### config.mk
export PLATFORM = sky130hd
export DESIGN_NAME = pskm_host
export DESIGN_NICKNAME = d
export VERILOG_FILES = /design/src/pskm_host.v /design/src/pskm_tx.v
export VERILOG_INCLUDE_DIRS = /design/src
export SDC_FILE = /design/constraint.sdc
export NUM_CORES = 1
export LEC_CHECK = 0
export BUFFER_PORTS_ARGS = -buffer_cell sky130_fd_sc_hd__buf_2
export CORE_MARGIN = 3
export CORE_UTILIZATION = 54
export CTS_CLUSTER_DIAMETER = 150
export DETAILED_ROUTE_END_ITERATION = 10
export GPL_ROUTABILITY_DRIVEN = 0
export PLACE_DENSITY = 0.77
export SYNTH_ARGS = -nofsm -noshare
export SYNTH_HDL_FRONTEND = slang
export SYNTH_SLANG_ARGS = --single-unit
### constraint.sdc
create_clock -name pclk -period 2.13 [get_ports pclk]
set_input_delay 0.426 -clock pclk [delete_from_list [all_inputs] [get_ports pclk]]
set_output_delay 0.426 -clock pclk [all_outputs]
set_load 0.01 [all_outputs]
### src/pskm_defs.vh
// Constants for the two-wire keyboard/mouse host block
`ifndef PSKM_DEFS_VH
`define PSKM_DEFS_VH
// ----------------------------------------------------------------------------
// Register offsets (byte addresses)
// ----------------------------------------------------------------------------
`define PSKM_OFF_CTRL      12'h000
`define PSKM_OFF_STATUS    12'h004
`define PSKM_OFF_RXDATA    12'h008
`define PSKM_OFF_KEY       12'h00C
`define PSKM_OFF_MOUSE     12'h010
`define PSKM_OFF_TXDATA    12'h014
`define PSKM_OFF_LEDS      12'h018
`define PSKM_OFF_RATE      12'h01C
// ----------------------------------------------------------------------------
// Control fields
// ----------------------------------------------------------------------------
`define PSKM_CTRL_TXEN     0
`define PSKM_CTRL_MOUSE    1
`define PSKM_CTRL_INHIBIT  2
`define PSKM_CTRL_RESET    8'h00
// ----------------------------------------------------------------------------
// Status fields
// ----------------------------------------------------------------------------
`define PSKM_ST_RXVALID    0
`define PSKM_ST_ERR        1
`define PSKM_ST_KEYVALID   2
`define PSKM_ST_MVALID     3
`define PSKM_ST_TXBUSY     4
`define PSKM_ST_ACK        5
`define PSKM_ST_ECHO       6
`define PSKM_ST_SHIFT      7
// ----------------------------------------------------------------------------
// Link codes
// ----------------------------------------------------------------------------
`define PSKM_CODE_KEYUP    8'hF0
`define PSKM_CODE_EXT      8'hE0
`define PSKM_CODE_LEDS     8'hED
`define PSKM_CODE_RATE     8'hF3
`define PSKM_CODE_ACK      8'hFA
`define PSKM_CODE_ECHO     8'hEE
`define PSKM_CODE_LSHIFT   8'h12
`define PSKM_CODE_RSHIFT   8'h59
// ----------------------------------------------------------------------------
// Timing
// ----------------------------------------------------------------------------
`define PSKM_CLK_MHZ       250
`define PSKM_INHIBIT_US    100
`define PSKM_INHIBIT_CYC   (`PSKM_INHIBIT_US * `PSKM_CLK_MHZ)
`define PSKM_FILT_CYC      4'h8
`define PSKM_WORD_BITS     4'hB
`endif

### src/pskm_host.v
// APB keyboard/mouse host: link receiver, decoders and command sequencer
`timescale 1ns/1ps
`default_nettype none
`include "pskm_defs.vh"
module pskm_host #(
  parameter INHIBIT_CYC = `PSKM_INHIBIT_CYC
) (
  input  wire        pclk,
  input  wire        presetn,
  input  wire        psel,
  input  wire        penable,
  input  wire        pwrite,
  input  wire [11:0] paddr,
  input  wire [31:0] pwdata,
  output reg  [31:0] prdata,
  output wire        pready,
  output wire        pslverr,
  input  wire        aux_serial_clock_i,
  output wire        aux_serial_clock_o,
  output wire        aux_serial_clock_oe,
  input  wire        aux_serial_data_i,
  output wire        aux_serial_data_o,
  output wire        aux_serial_data_oe
);
  // ---------------------------------------------------------------------------
  // Pin synchronisers and clock glitch filter
  // ---------------------------------------------------------------------------
  reg [1:0] clk_sync_reg;
  reg [1:0] dat_sync_reg;
  reg       clk_filt_reg;
  reg [3:0] filt_cnt_reg;
  wire      clk_fall;
  // Two flops per pin before any logic
  always @(posedge pclk or negedge presetn) begin
    if (!presetn) begin
      clk_sync_reg <= 2'h3;
      dat_sync_reg <= 2'h3;
    end else begin
      clk_sync_reg <= {clk_sync_reg[0], aux_serial_clock_i};
      dat_sync_reg <= {dat_sync_reg[0], aux_serial_data_i};
    end
  end
  // Filtered clock changes only after a stable run
  always @(posedge pclk or negedge presetn) begin
    if (!presetn) begin
      clk_filt_reg <= 1'b1;
      filt_cnt_reg <= 4'h0;
    end else if (clk_sync_reg[1] == clk_filt_reg) begin
      filt_cnt_reg <= 4'h0;
    end else if (filt_cnt_reg == `PSKM_FILT_CYC) begin
      clk_filt_reg <= clk_sync_reg[1];
      filt_cnt_reg <= 4'h0;
    end else begin
      filt_cnt_reg <= filt_cnt_reg + 4'h1;
    end
  end
  // Falling edge of the filtered link clock
  assign clk_fall = (filt_cnt_reg == `PSKM_FILT_CYC) & clk_filt_reg & ~clk_sync_reg[1];
  // ---------------------------------------------------------------------------
  // Registers and APB slave
  // ---------------------------------------------------------------------------
  reg  [7:0]  ctrl_reg;
  reg  [7:0]  rxdata_reg;
  reg  [9:0]  key_reg;
  reg  [23:0] mouse_reg;
  reg  [7:0]  leds_reg;
  reg  [7:0]  rate_reg;
  reg         rxvalid_reg;
  reg         err_reg;
  reg         keyvalid_reg;
  reg         mvalid_reg;
  reg         ack_reg;
  reg         echo_reg;
  reg         lshift_reg;
  reg         rshift_reg;
  wire        wr_en;
  wire        rd_en;
  wire        tx_busy;
  wire        tx_done;
  wire        tx_clk_oe;
  wire        tx_dat_oe;
  wire        mapped;
  wire [7:0]  status_w;
  assign pready  = 1'b1;
  assign wr_en   = psel & penable & pwrite;
  assign rd_en   = psel & penable & ~pwrite;
  assign mapped  = (paddr[11:5] == 7'h00) & (paddr[1:0] == 2'h0);
  assign pslverr = psel & penable & ~mapped;
  assign status_w = {lshift_reg | rshift_reg, echo_reg, ack_reg, tx_busy,
                     mvalid_reg, keyvalid_reg, err_reg, rxvalid_reg};
  // Read mux; unmapped reads return zero
  always @* begin
    case (paddr)
      `PSKM_OFF_CTRL:   prdata = {24'h0, ctrl_reg};
      `PSKM_OFF_STATUS: prdata = {24'h0, status_w};
      `PSKM_OFF_RXDATA: prdata = {24'h0, rxdata_reg};
      `PSKM_OFF_KEY:    prdata = {22'h0, key_reg};
      `PSKM_OFF_MOUSE:  prdata = {8'h0, mouse_reg};
      `PSKM_OFF_LEDS:   prdata = {24'h0, leds_reg};
      `PSKM_OFF_RATE:   prdata = {24'h0, rate_reg};
      default:          prdata = 32'h0;
    endcase
  end
  // Control register
  always @(posedge pclk or negedge presetn) begin
    if (!presetn) begin
      ctrl_reg <= `PSKM_CTRL_RESET;
    end else if (wr_en && paddr == `PSKM_OFF_CTRL) begin
      ctrl_reg <= {5'h0, pwdata[2:0]};
    end
  end
  // ---------------------------------------------------------------------------
  // Word receiver
  // ---------------------------------------------------------------------------
  reg  [3:0]  rbit_reg;
  reg  [10:0] rshift_w_reg;
  reg         word_ok_reg;
  reg         word_bad_reg;
  wire [10:0] word_w;
  wire        rx_allow;
  assign word_w   = {dat_sync_reg[1], rshift_w_reg[10:1]};
  assign rx_allow = ~tx_busy & ~ctrl_reg[`PSKM_CTRL_INHIBIT];
  // Capture data on each falling link clock edge while not sending or inhibited
  always @(posedge pclk or negedge presetn) begin
    if (!presetn) begin
      rbit_reg     <= 4'h0;
      rshift_w_reg <= 11'h0;
      word_ok_reg  <= 1'b0;
      word_bad_reg <= 1'b0;
    end else begin
      word_ok_reg  <= 1'b0;
      word_bad_reg <= 1'b0;
      if (!rx_allow) begin
        rbit_reg <= 4'h0;
      end else if (clk_fall) begin
        rshift_w_reg <= word_w;
        if (rbit_reg == `PSKM_WORD_BITS - 4'h1) begin
          rbit_reg <= 4'h0;
          // Start 0, stop 1, odd parity over data and parity
          if (!word_w[0] && word_w[10] && (^word_w[9:1]))
            word_ok_reg <= 1'b1;
          else
            word_bad_reg <= 1'b1;
        end else begin
          rbit_reg <= rbit_reg + 4'h1;
        end
      end
    end
  end
  // ---------------------------------------------------------------------------
  // Keyboard, mouse decoders and status flags
  // ---------------------------------------------------------------------------
  wire [7:0] rx_byte;
  reg        brk_reg;
  reg        ext_reg;
  reg  [1:0] mcnt_reg;
  reg  [7:0] mb0_reg;
  reg  [7:0] mb1_reg;
  wire       clr_st;
  assign rx_byte = rshift_w_reg[8:1];
  assign clr_st  = wr_en && paddr == `PSKM_OFF_STATUS;
  // Byte decode and status flags
  always @(posedge pclk or negedge presetn) begin
    if (!presetn) begin
      rxdata_reg <= 8'h0;    rxvalid_reg <= 1'b0; err_reg  <= 1'b0;
      key_reg    <= 10'h0;   keyvalid_reg <= 1'b0; brk_reg <= 1'b0;
      ext_reg    <= 1'b0;    mouse_reg   <= 24'h0; mvalid_reg <= 1'b0;
      mcnt_reg   <= 2'h0;    mb0_reg     <= 8'h0;  mb1_reg  <= 8'h0;
      ack_reg    <= 1'b0;    echo_reg    <= 1'b0;
      lshift_reg <= 1'b0;    rshift_reg  <= 1'b0;
    end else begin
      // Write one clears; a new event in the same cycle wins
      if (clr_st) begin
        rxvalid_reg  <= rxvalid_reg  & ~pwdata[`PSKM_ST_RXVALID];
        err_reg      <= err_reg      & ~pwdata[`PSKM_ST_ERR];
        keyvalid_reg <= keyvalid_reg & ~pwdata[`PSKM_ST_KEYVALID];
        mvalid_reg   <= mvalid_reg   & ~pwdata[`PSKM_ST_MVALID];
        ack_reg      <= ack_reg      & ~pwdata[`PSKM_ST_ACK];
        echo_reg     <= echo_reg     & ~pwdata[`PSKM_ST_ECHO];
      end
      if (word_bad_reg) begin
        err_reg <= 1'b1; // Byte dropped
      end
      if (word_ok_reg) begin
        rxdata_reg  <= rx_byte;
        rxvalid_reg <= 1'b1;
        if (ctrl_reg[`PSKM_CTRL_MOUSE]) begin
          // Three-byte packet: status, X, Y
          case (mcnt_reg)
            2'h0: begin
              mb0_reg  <= rx_byte;
              mcnt_reg <= 2'h1;
            end
            2'h1: begin
              mb1_reg  <= rx_byte;
              mcnt_reg <= 2'h2;
            end
            default: begin
              // Status byte keeps signs, overflows, buttons as sent
              mouse_reg  <= {rx_byte, mb1_reg, mb0_reg};
              mvalid_reg <= 1'b1;
              mcnt_reg   <= 2'h0;
            end
          endcase
        end else if (rx_byte == `PSKM_CODE_ACK) begin
          ack_reg <= 1'b1;
        end else if (rx_byte == `PSKM_CODE_ECHO) begin
          echo_reg <= 1'b1;
        end else if (rx_byte == `PSKM_CODE_KEYUP) begin
          brk_reg <= 1'b1;
        end else if (rx_byte == `PSKM_CODE_EXT) begin
          ext_reg <= 1'b1;
        end else begin
          // Key word: bit9 release, bit8 extended, scan code
          key_reg      <= {brk_reg, ext_reg, rx_byte};
          keyvalid_reg <= 1'b1;
          brk_reg      <= 1'b0;
          ext_reg      <= 1'b0;
          // Shift state tracked here
          if (!ext_reg && rx_byte == `PSKM_CODE_LSHIFT)
            lshift_reg <= ~brk_reg;
          if (!ext_reg && rx_byte == `PSKM_CODE_RSHIFT)
            rshift_reg <= ~brk_reg;
        end
      end
    end
  end
  // ---------------------------------------------------------------------------
  // Command sender: byte writes, LED and rate two-byte sequences
  // ---------------------------------------------------------------------------
  localparam Q_IDLE = 2'h0;
  localparam Q_WAIT = 2'h1;
  localparam Q_ACK  = 2'h2;
  localparam Q_ARG  = 2'h3;
  reg  [1:0] seq_reg;
  reg  [7:0] arg_reg;
  reg  [7:0] txbyte_reg;
  reg        txgo_reg;
  wire       sw_tx;
  // Sending from a write needs the enable; an argument byte due after FA is sent even if the enable was cleared meanwhile
  // A host that never set the enable drives no data and pulls the clock only while the inhibit bit is set
  assign sw_tx = wr_en & ctrl_reg[`PSKM_CTRL_TXEN] & (seq_reg == Q_IDLE) & ~tx_busy;
  // Command sequencer: raw byte, or command then argument after FA
  always @(posedge pclk or negedge presetn) begin
    if (!presetn) begin
      seq_reg    <= Q_IDLE;
      arg_reg    <= 8'h0;
      txbyte_reg <= 8'h0;
      txgo_reg   <= 1'b0;
      leds_reg   <= 8'h0;
      rate_reg   <= 8'h0;
    end else begin
      txgo_reg <= 1'b0;
      case (seq_reg)
        Q_IDLE: begin
          if (sw_tx && paddr == `PSKM_OFF_TXDATA) begin
            txbyte_reg <= pwdata[7:0]; // Any command, e.g. EE, FE, FF
            txgo_reg   <= 1'b1;
          end else if (sw_tx && paddr == `PSKM_OFF_LEDS) begin
            // Scroll bit 0, num bit 1, caps bit 2; upper bits dropped
            leds_reg   <= {5'h0, pwdata[2:0]};
            arg_reg    <= {5'h0, pwdata[2:0]};
            txbyte_reg <= `PSKM_CODE_LEDS;
            txgo_reg   <= 1'b1;
            seq_reg    <= Q_WAIT;
          end else if (sw_tx && paddr == `PSKM_OFF_RATE) begin
            rate_reg   <= pwdata[7:0];
            arg_reg    <= pwdata[7:0];
            txbyte_reg <= `PSKM_CODE_RATE;
            txgo_reg   <= 1'b1;
            seq_reg    <= Q_WAIT;
          end
        end
        Q_WAIT: begin
          if (tx_done) seq_reg <= Q_ACK;
        end
        Q_ACK: begin
          // Argument byte only after the FA reply
          if (word_ok_reg && rx_byte == `PSKM_CODE_ACK) begin
            txbyte_reg <= arg_reg;
            txgo_reg   <= 1'b1;
            seq_reg    <= Q_ARG;
          end else if (word_ok_reg || word_bad_reg) begin
            seq_reg <= Q_IDLE;
          end
        end
        Q_ARG: begin
          if (tx_done) seq_reg <= Q_IDLE;
        end
        default: seq_reg <= Q_IDLE;
      endcase
    end
  end
  pskm_tx #(
    .INHIBIT_CYC (INHIBIT_CYC)
  ) u_tx (
    .pclk     (pclk),
    .presetn  (presetn),
    .start    (txgo_reg),
    .byte_in  (txbyte_reg),
    .clk_fall (clk_fall),
    .line_clk (clk_filt_reg),
    .busy     (tx_busy),
    .done     (tx_done),
    .clk_oe   (tx_clk_oe),
    .dat_oe   (tx_dat_oe)
  );
  // Open-collector: only pull low, release otherwise
  assign aux_serial_clock_o  = 1'b0;
  assign aux_serial_data_o   = 1'b0;
  assign aux_serial_clock_oe = tx_clk_oe | ctrl_reg[`PSKM_CTRL_INHIBIT];
  assign aux_serial_data_oe  = tx_dat_oe;
endmodule // pskm_host
`default_nettype wire

### src/pskm_tx.v
// Host-to-peripheral word sender on the two-wire link
`timescale 1ns/1ps
`default_nettype none
`include "pskm_defs.vh"
module pskm_tx #(
  parameter INHIBIT_CYC = `PSKM_INHIBIT_CYC
) (
  input  wire       pclk,
  input  wire       presetn,
  input  wire       start,
  input  wire [7:0] byte_in,
  input  wire       clk_fall,
  input  wire       line_clk,
  output wire       busy,
  output reg        done,
  output reg        clk_oe,
  output reg        dat_oe
);
  localparam S_IDLE = 2'h0;
  localparam S_HOLD = 2'h1;
  localparam S_BITS = 2'h2;
  localparam S_ACK  = 2'h3;

  reg [1:0]  state_reg;
  reg [31:0] cnt_reg;
  reg [9:0]  shift_reg;
  reg [3:0]  bit_reg;

  assign busy = (state_reg != S_IDLE);

  // ---------------------------------------------------------------------------
  // Inhibit, request to send, then shift on peripheral falling edges
  // ---------------------------------------------------------------------------
  always @(posedge pclk or negedge presetn) begin
    if (!presetn) begin
      state_reg <= S_IDLE;
      cnt_reg   <= 32'h0;
      shift_reg <= 10'h3FF;
      bit_reg   <= 4'h0;
      done      <= 1'b0;
      clk_oe    <= 1'b0;
      dat_oe    <= 1'b0;
    end else begin
      done <= 1'b0;
      case (state_reg)
        S_IDLE: begin
          if (start) begin
            // Stop bit, odd parity, data LSB first
            shift_reg <= {1'b1, ~(^byte_in), byte_in};
            cnt_reg   <= 32'h0;
            clk_oe    <= 1'b1; // Pull clock low to inhibit
            state_reg <= S_HOLD;
          end
        end
        S_HOLD: begin
          cnt_reg <= cnt_reg + 32'h1;
          if (cnt_reg == INHIBIT_CYC) begin
            dat_oe    <= 1'b1; // Start bit 0
            clk_oe    <= 1'b0;
            bit_reg   <= 4'h0;
            state_reg <= S_BITS;
          end
        end
        S_BITS: begin
          if (clk_fall) begin
            // Change data while clock low; peripheral samples on rise
            dat_oe    <= ~shift_reg[0];
            shift_reg <= {1'b1, shift_reg[9:1]};
            bit_reg   <= bit_reg + 4'h1;
            if (bit_reg == 4'h9) begin
              dat_oe    <= 1'b0;
              state_reg <= S_ACK;
            end
          end
        end
        S_ACK: begin
          // Peripheral acknowledge bit, then signal done; lines already released
          if (clk_fall) begin
            state_reg <= S_IDLE;
            done      <= 1'b1;
          end
        end
        default: state_reg <= S_IDLE;
      endcase
    end
  end
endmodule // pskm_tx
`default_nettype wire
==> results.cfg <==
[status]
status = finished, violations left
failed_checks = setup timing

[grt]
grt_pass1_vias = 6265
grtUsageTotal_pct = 21.8
grt_pass1_wl_microns = 31200
grt_max_degree = 58
grt-ovfl-total = 0
antenna_found_initial = 0

[critical_path]
reg2reg_depth = 8
startpoint_type = register
worstPathRequired_ns = 1.70
crit_chain = inv_2 -> ha_4 -> o21ai_2 -> a22oi_2 -> nor3_2 -> a221o_1 -> buf_2
rr_startpoint = u_tx.cnt_reg[1]
worstReg2RegEnd = u_tx.bit_reg[2]
end_kind = output port
cp_max_fo = 2
critPathKind = reg2out
rrSetupSlack_ns = 0.05
critPathMaxStageDelay_ns = 0.39
worst_path_max_delay_cell = dfrtp_1
worstPathArrival_ns = 1.76

[drt]
wl_per_cell_microns = 16.9
antenna_left = 0
vias_per_cell = 5.62
drt_wl_total_microns = 19000
vias = 6324
drc = 0
dr.pass1.iters = 4
drtIter0Drc = 524

[cells_and_area]
area_delta_synth_final_pct = 17.9
drive_above_1_share_pct = 31.3
fillers = 1186
nNetsFinal = 965
diodes = 0
post-route-cell-area_sq_mm = 0.0103
largest_reg_flops = 32
utilization_pct = 66.4

[floorplan]
start_util_pct = 56.3
die_x_microns = 133
row_count = 45
core_sq_mm = 0.0155
dieArea_sq_mm = 0.0178
pin_count = 89
die_height_microns = 133

[clocking]
cts.clk_slew.worst_paths_ns = 0.07
cts_buffers = 17
htree_levels = 4
cts.path.max_buffers = 2
cts_tree = done
cts_sinks = 178
insertion_delay_ns = 0.45
cts_root_buffer = clkbuf_16

[logic_synthesis]
syn-instance-count = 812
synth-edff-count = 0
synth_top_cell_by_area = dfrtp_1
yosys.cell_types.count = 58
synth-async-reset-ratio_pct = 100
yosys-top-cells-area = dfrtp_1 47%, mux2_2 11%, dfstp_2 4.2%
synth_top_cell_area_share_pct = 46.9
ys_ff_latch = 178
yosysSeqAreaShare_pct = 51.1
ys.flop_type = dfrtp_1
yosys_warnings = 0
netlist_area_sq_mm = 0.00875
syn_avg_cell_area_sq_um = 10.8

[timing]
fin_ws_ns = -0.0521
finalHoldViolCount = 0
fin_crit_sh_pct = 102
finalSetupViolations = 1
clock_skew_ns = 0.00983
final_max_slew_viol_count = 0
fin_hold_ws_ns = 0.0681
finalCriticalPeriod_ns = 2.18
rsz0062_at_grt = yes
slew_headroom_pct = 66.2
clock.fmax_ghz = 0.458
tightest_slew_ns = 0.504

[placed_design]
hpwl_microns = 12700
io_buffers = 53
place_ws_ns = -0.0888
placed_area_sq_mm = 0.00954

[power_and_ir_drop]
power_leakage_nw = 4.92
ir_drop_mv = 0.599
cellPowerDensity_mw_per_mm2 = 650
p_total_w = 0.00670

[min_path]
min_to = dat_sync_reg[0]
hp-start = aux_serial_data_i
whs_path_depth = 1
hp-class = in2reg

[job]
maxCapViolCount = 0
cell families after synthesis:
group	synth area share (%)
other	0.0858
adders and majority gates	1.86
DFF	51.1
muxes	14.2
buffers and inverters	4.23
xor gates and xnor gates	4.70
and+or+nand+nor	16.0
AOI/OAI and AO/OA	7.78
how the worst max path moves through the flow:
stage | startpoint | endpoint | slack, ns | depth (start not counted)
after CTS | u_tx.state_reg[1] | prdata[4] | -0.07 | 7
after global routing | u_tx.state_reg[0] | prdata[4] | -0.11 | 7
final | u_tx.state_reg[0] | prdata[4] | -0.05 | 7
after detailed placement | paddr[9] | prdata[7] | -0.09 | 7
after global placement | paddr[9] | prdata[7] | -0.08 | 7
after floorplan | u_tx.cnt_reg[0] | u_tx.state_reg[1] | 0.03 | 7
synth_stat cells (all sizes together), types with 5 or more instances:
| library cell | count |
|---|---|
| dfrtp | 164 |
| mux2 | 85 |
| nor2 | 71 |
| nand2 | 56 |
| clkbuf | 40 |
| a21oi | 31 |
| nand4 | 30 |
| mux2i | 29 |
| xor2 | 27 |
| inv | 26 |
| o21ai | 24 |
| and2 | 20 |
| nand3 | 20 |
| xnor2 | 20 |
| buf | 19 |
| nor3 | 18 |
| dfstp | 14 |
| ha | 13 |
| and3 | 11 |
| nor4 | 11 |
| a221o | 8 |
| nor2b | 8 |
| a31oi | 6 |
| and4 | 6 |
| a21o | 5 |
report_power, final:
part	switching, W	internal (W)	leakage, nW
logic	0.000162	0.0000833	2.26
clock network	0.00149	0.00155	0.282
registers	0.0000170	0.00340	2.38
total	0.00167	0.00504	4.92
per-stage QoR:
step                TNS, ns  cells
detailed placement    -2.07   1084
global route         -0.328   1125
finish              -0.0521   1125
CTS                 -0.0834   1122
floorplan                 0    821
global placement      -1.22   1084
cell usage in the layout, fill, tap and decap left out, types with 6 or more instances in the layout:
cell type,netlist,layout
nand3_1,20,19
a221o_1,8,8
ha_1,13,12
and3_1,9,6
xnor2_1,20,20
inv_1,26,23
and2_1,20,19
nor2b_1,8,7
a31oi_1,6,6
nor3_1,17,13
dfrtp_1,164,163
buf_4,12,61
nand2_1,56,56
nor4_1,10,8
xor2_1,27,27
conb_1,2,11
inv_6,0,6
buf_2,5,50
nor2_1,71,70
a21oi_1,31,30
mux2_2,84,84
o21ai_0,23,21
nand4_1,29,29
dfstp_2,14,14
clkbuf_16,0,17
mux2i_1,29,29
layer usage:
layer | vias up | wire length, microns | global-route usage [%]
met5 | - | 0 | 0
met4 | 0 | 410 | 9.54
met3 | 35 | 663 | 3.78
met2 | 110 | 9310 | 35.0
met1 | 3167 | 8610 | 29.5
li1 | 3012 | - | -
area by class of cell:
class,instances,area (sq um),share of cell area (%)
well taps,211,264,2.56
multi-input cells,558,4070,39.4
flip-flops and latches,178,4470,43.3
clock inverters,15,143,1.38
clock buffers,17,425,4.12
inverters,26,101,0.982
repair buffers,120,847,8.21
repair_timing:
action | CTS | global route
gates resized for setup | 13 | 21
endpoints found under the hold margin | 29 | 0
pin swaps | 4 | 8
setup endpoints to repair | 28 | 73
setup buffers | 5 | 3
hold buffers | 1 | 0
worst max-delay path: cells and delay by family (launching register included):
| kind | cells | cell delay (ns) |
|---|---|---|
| flops | 1 | 0.39 |
| compound gates | 3 | 0.48 |
| buf+inv | 2 | 0.23 |
| fa+ha+maj | 1 | 0.15 |
| simple gates | 1 | 0.07 |
Note: power is estimated with default switching activity, not from simulation.
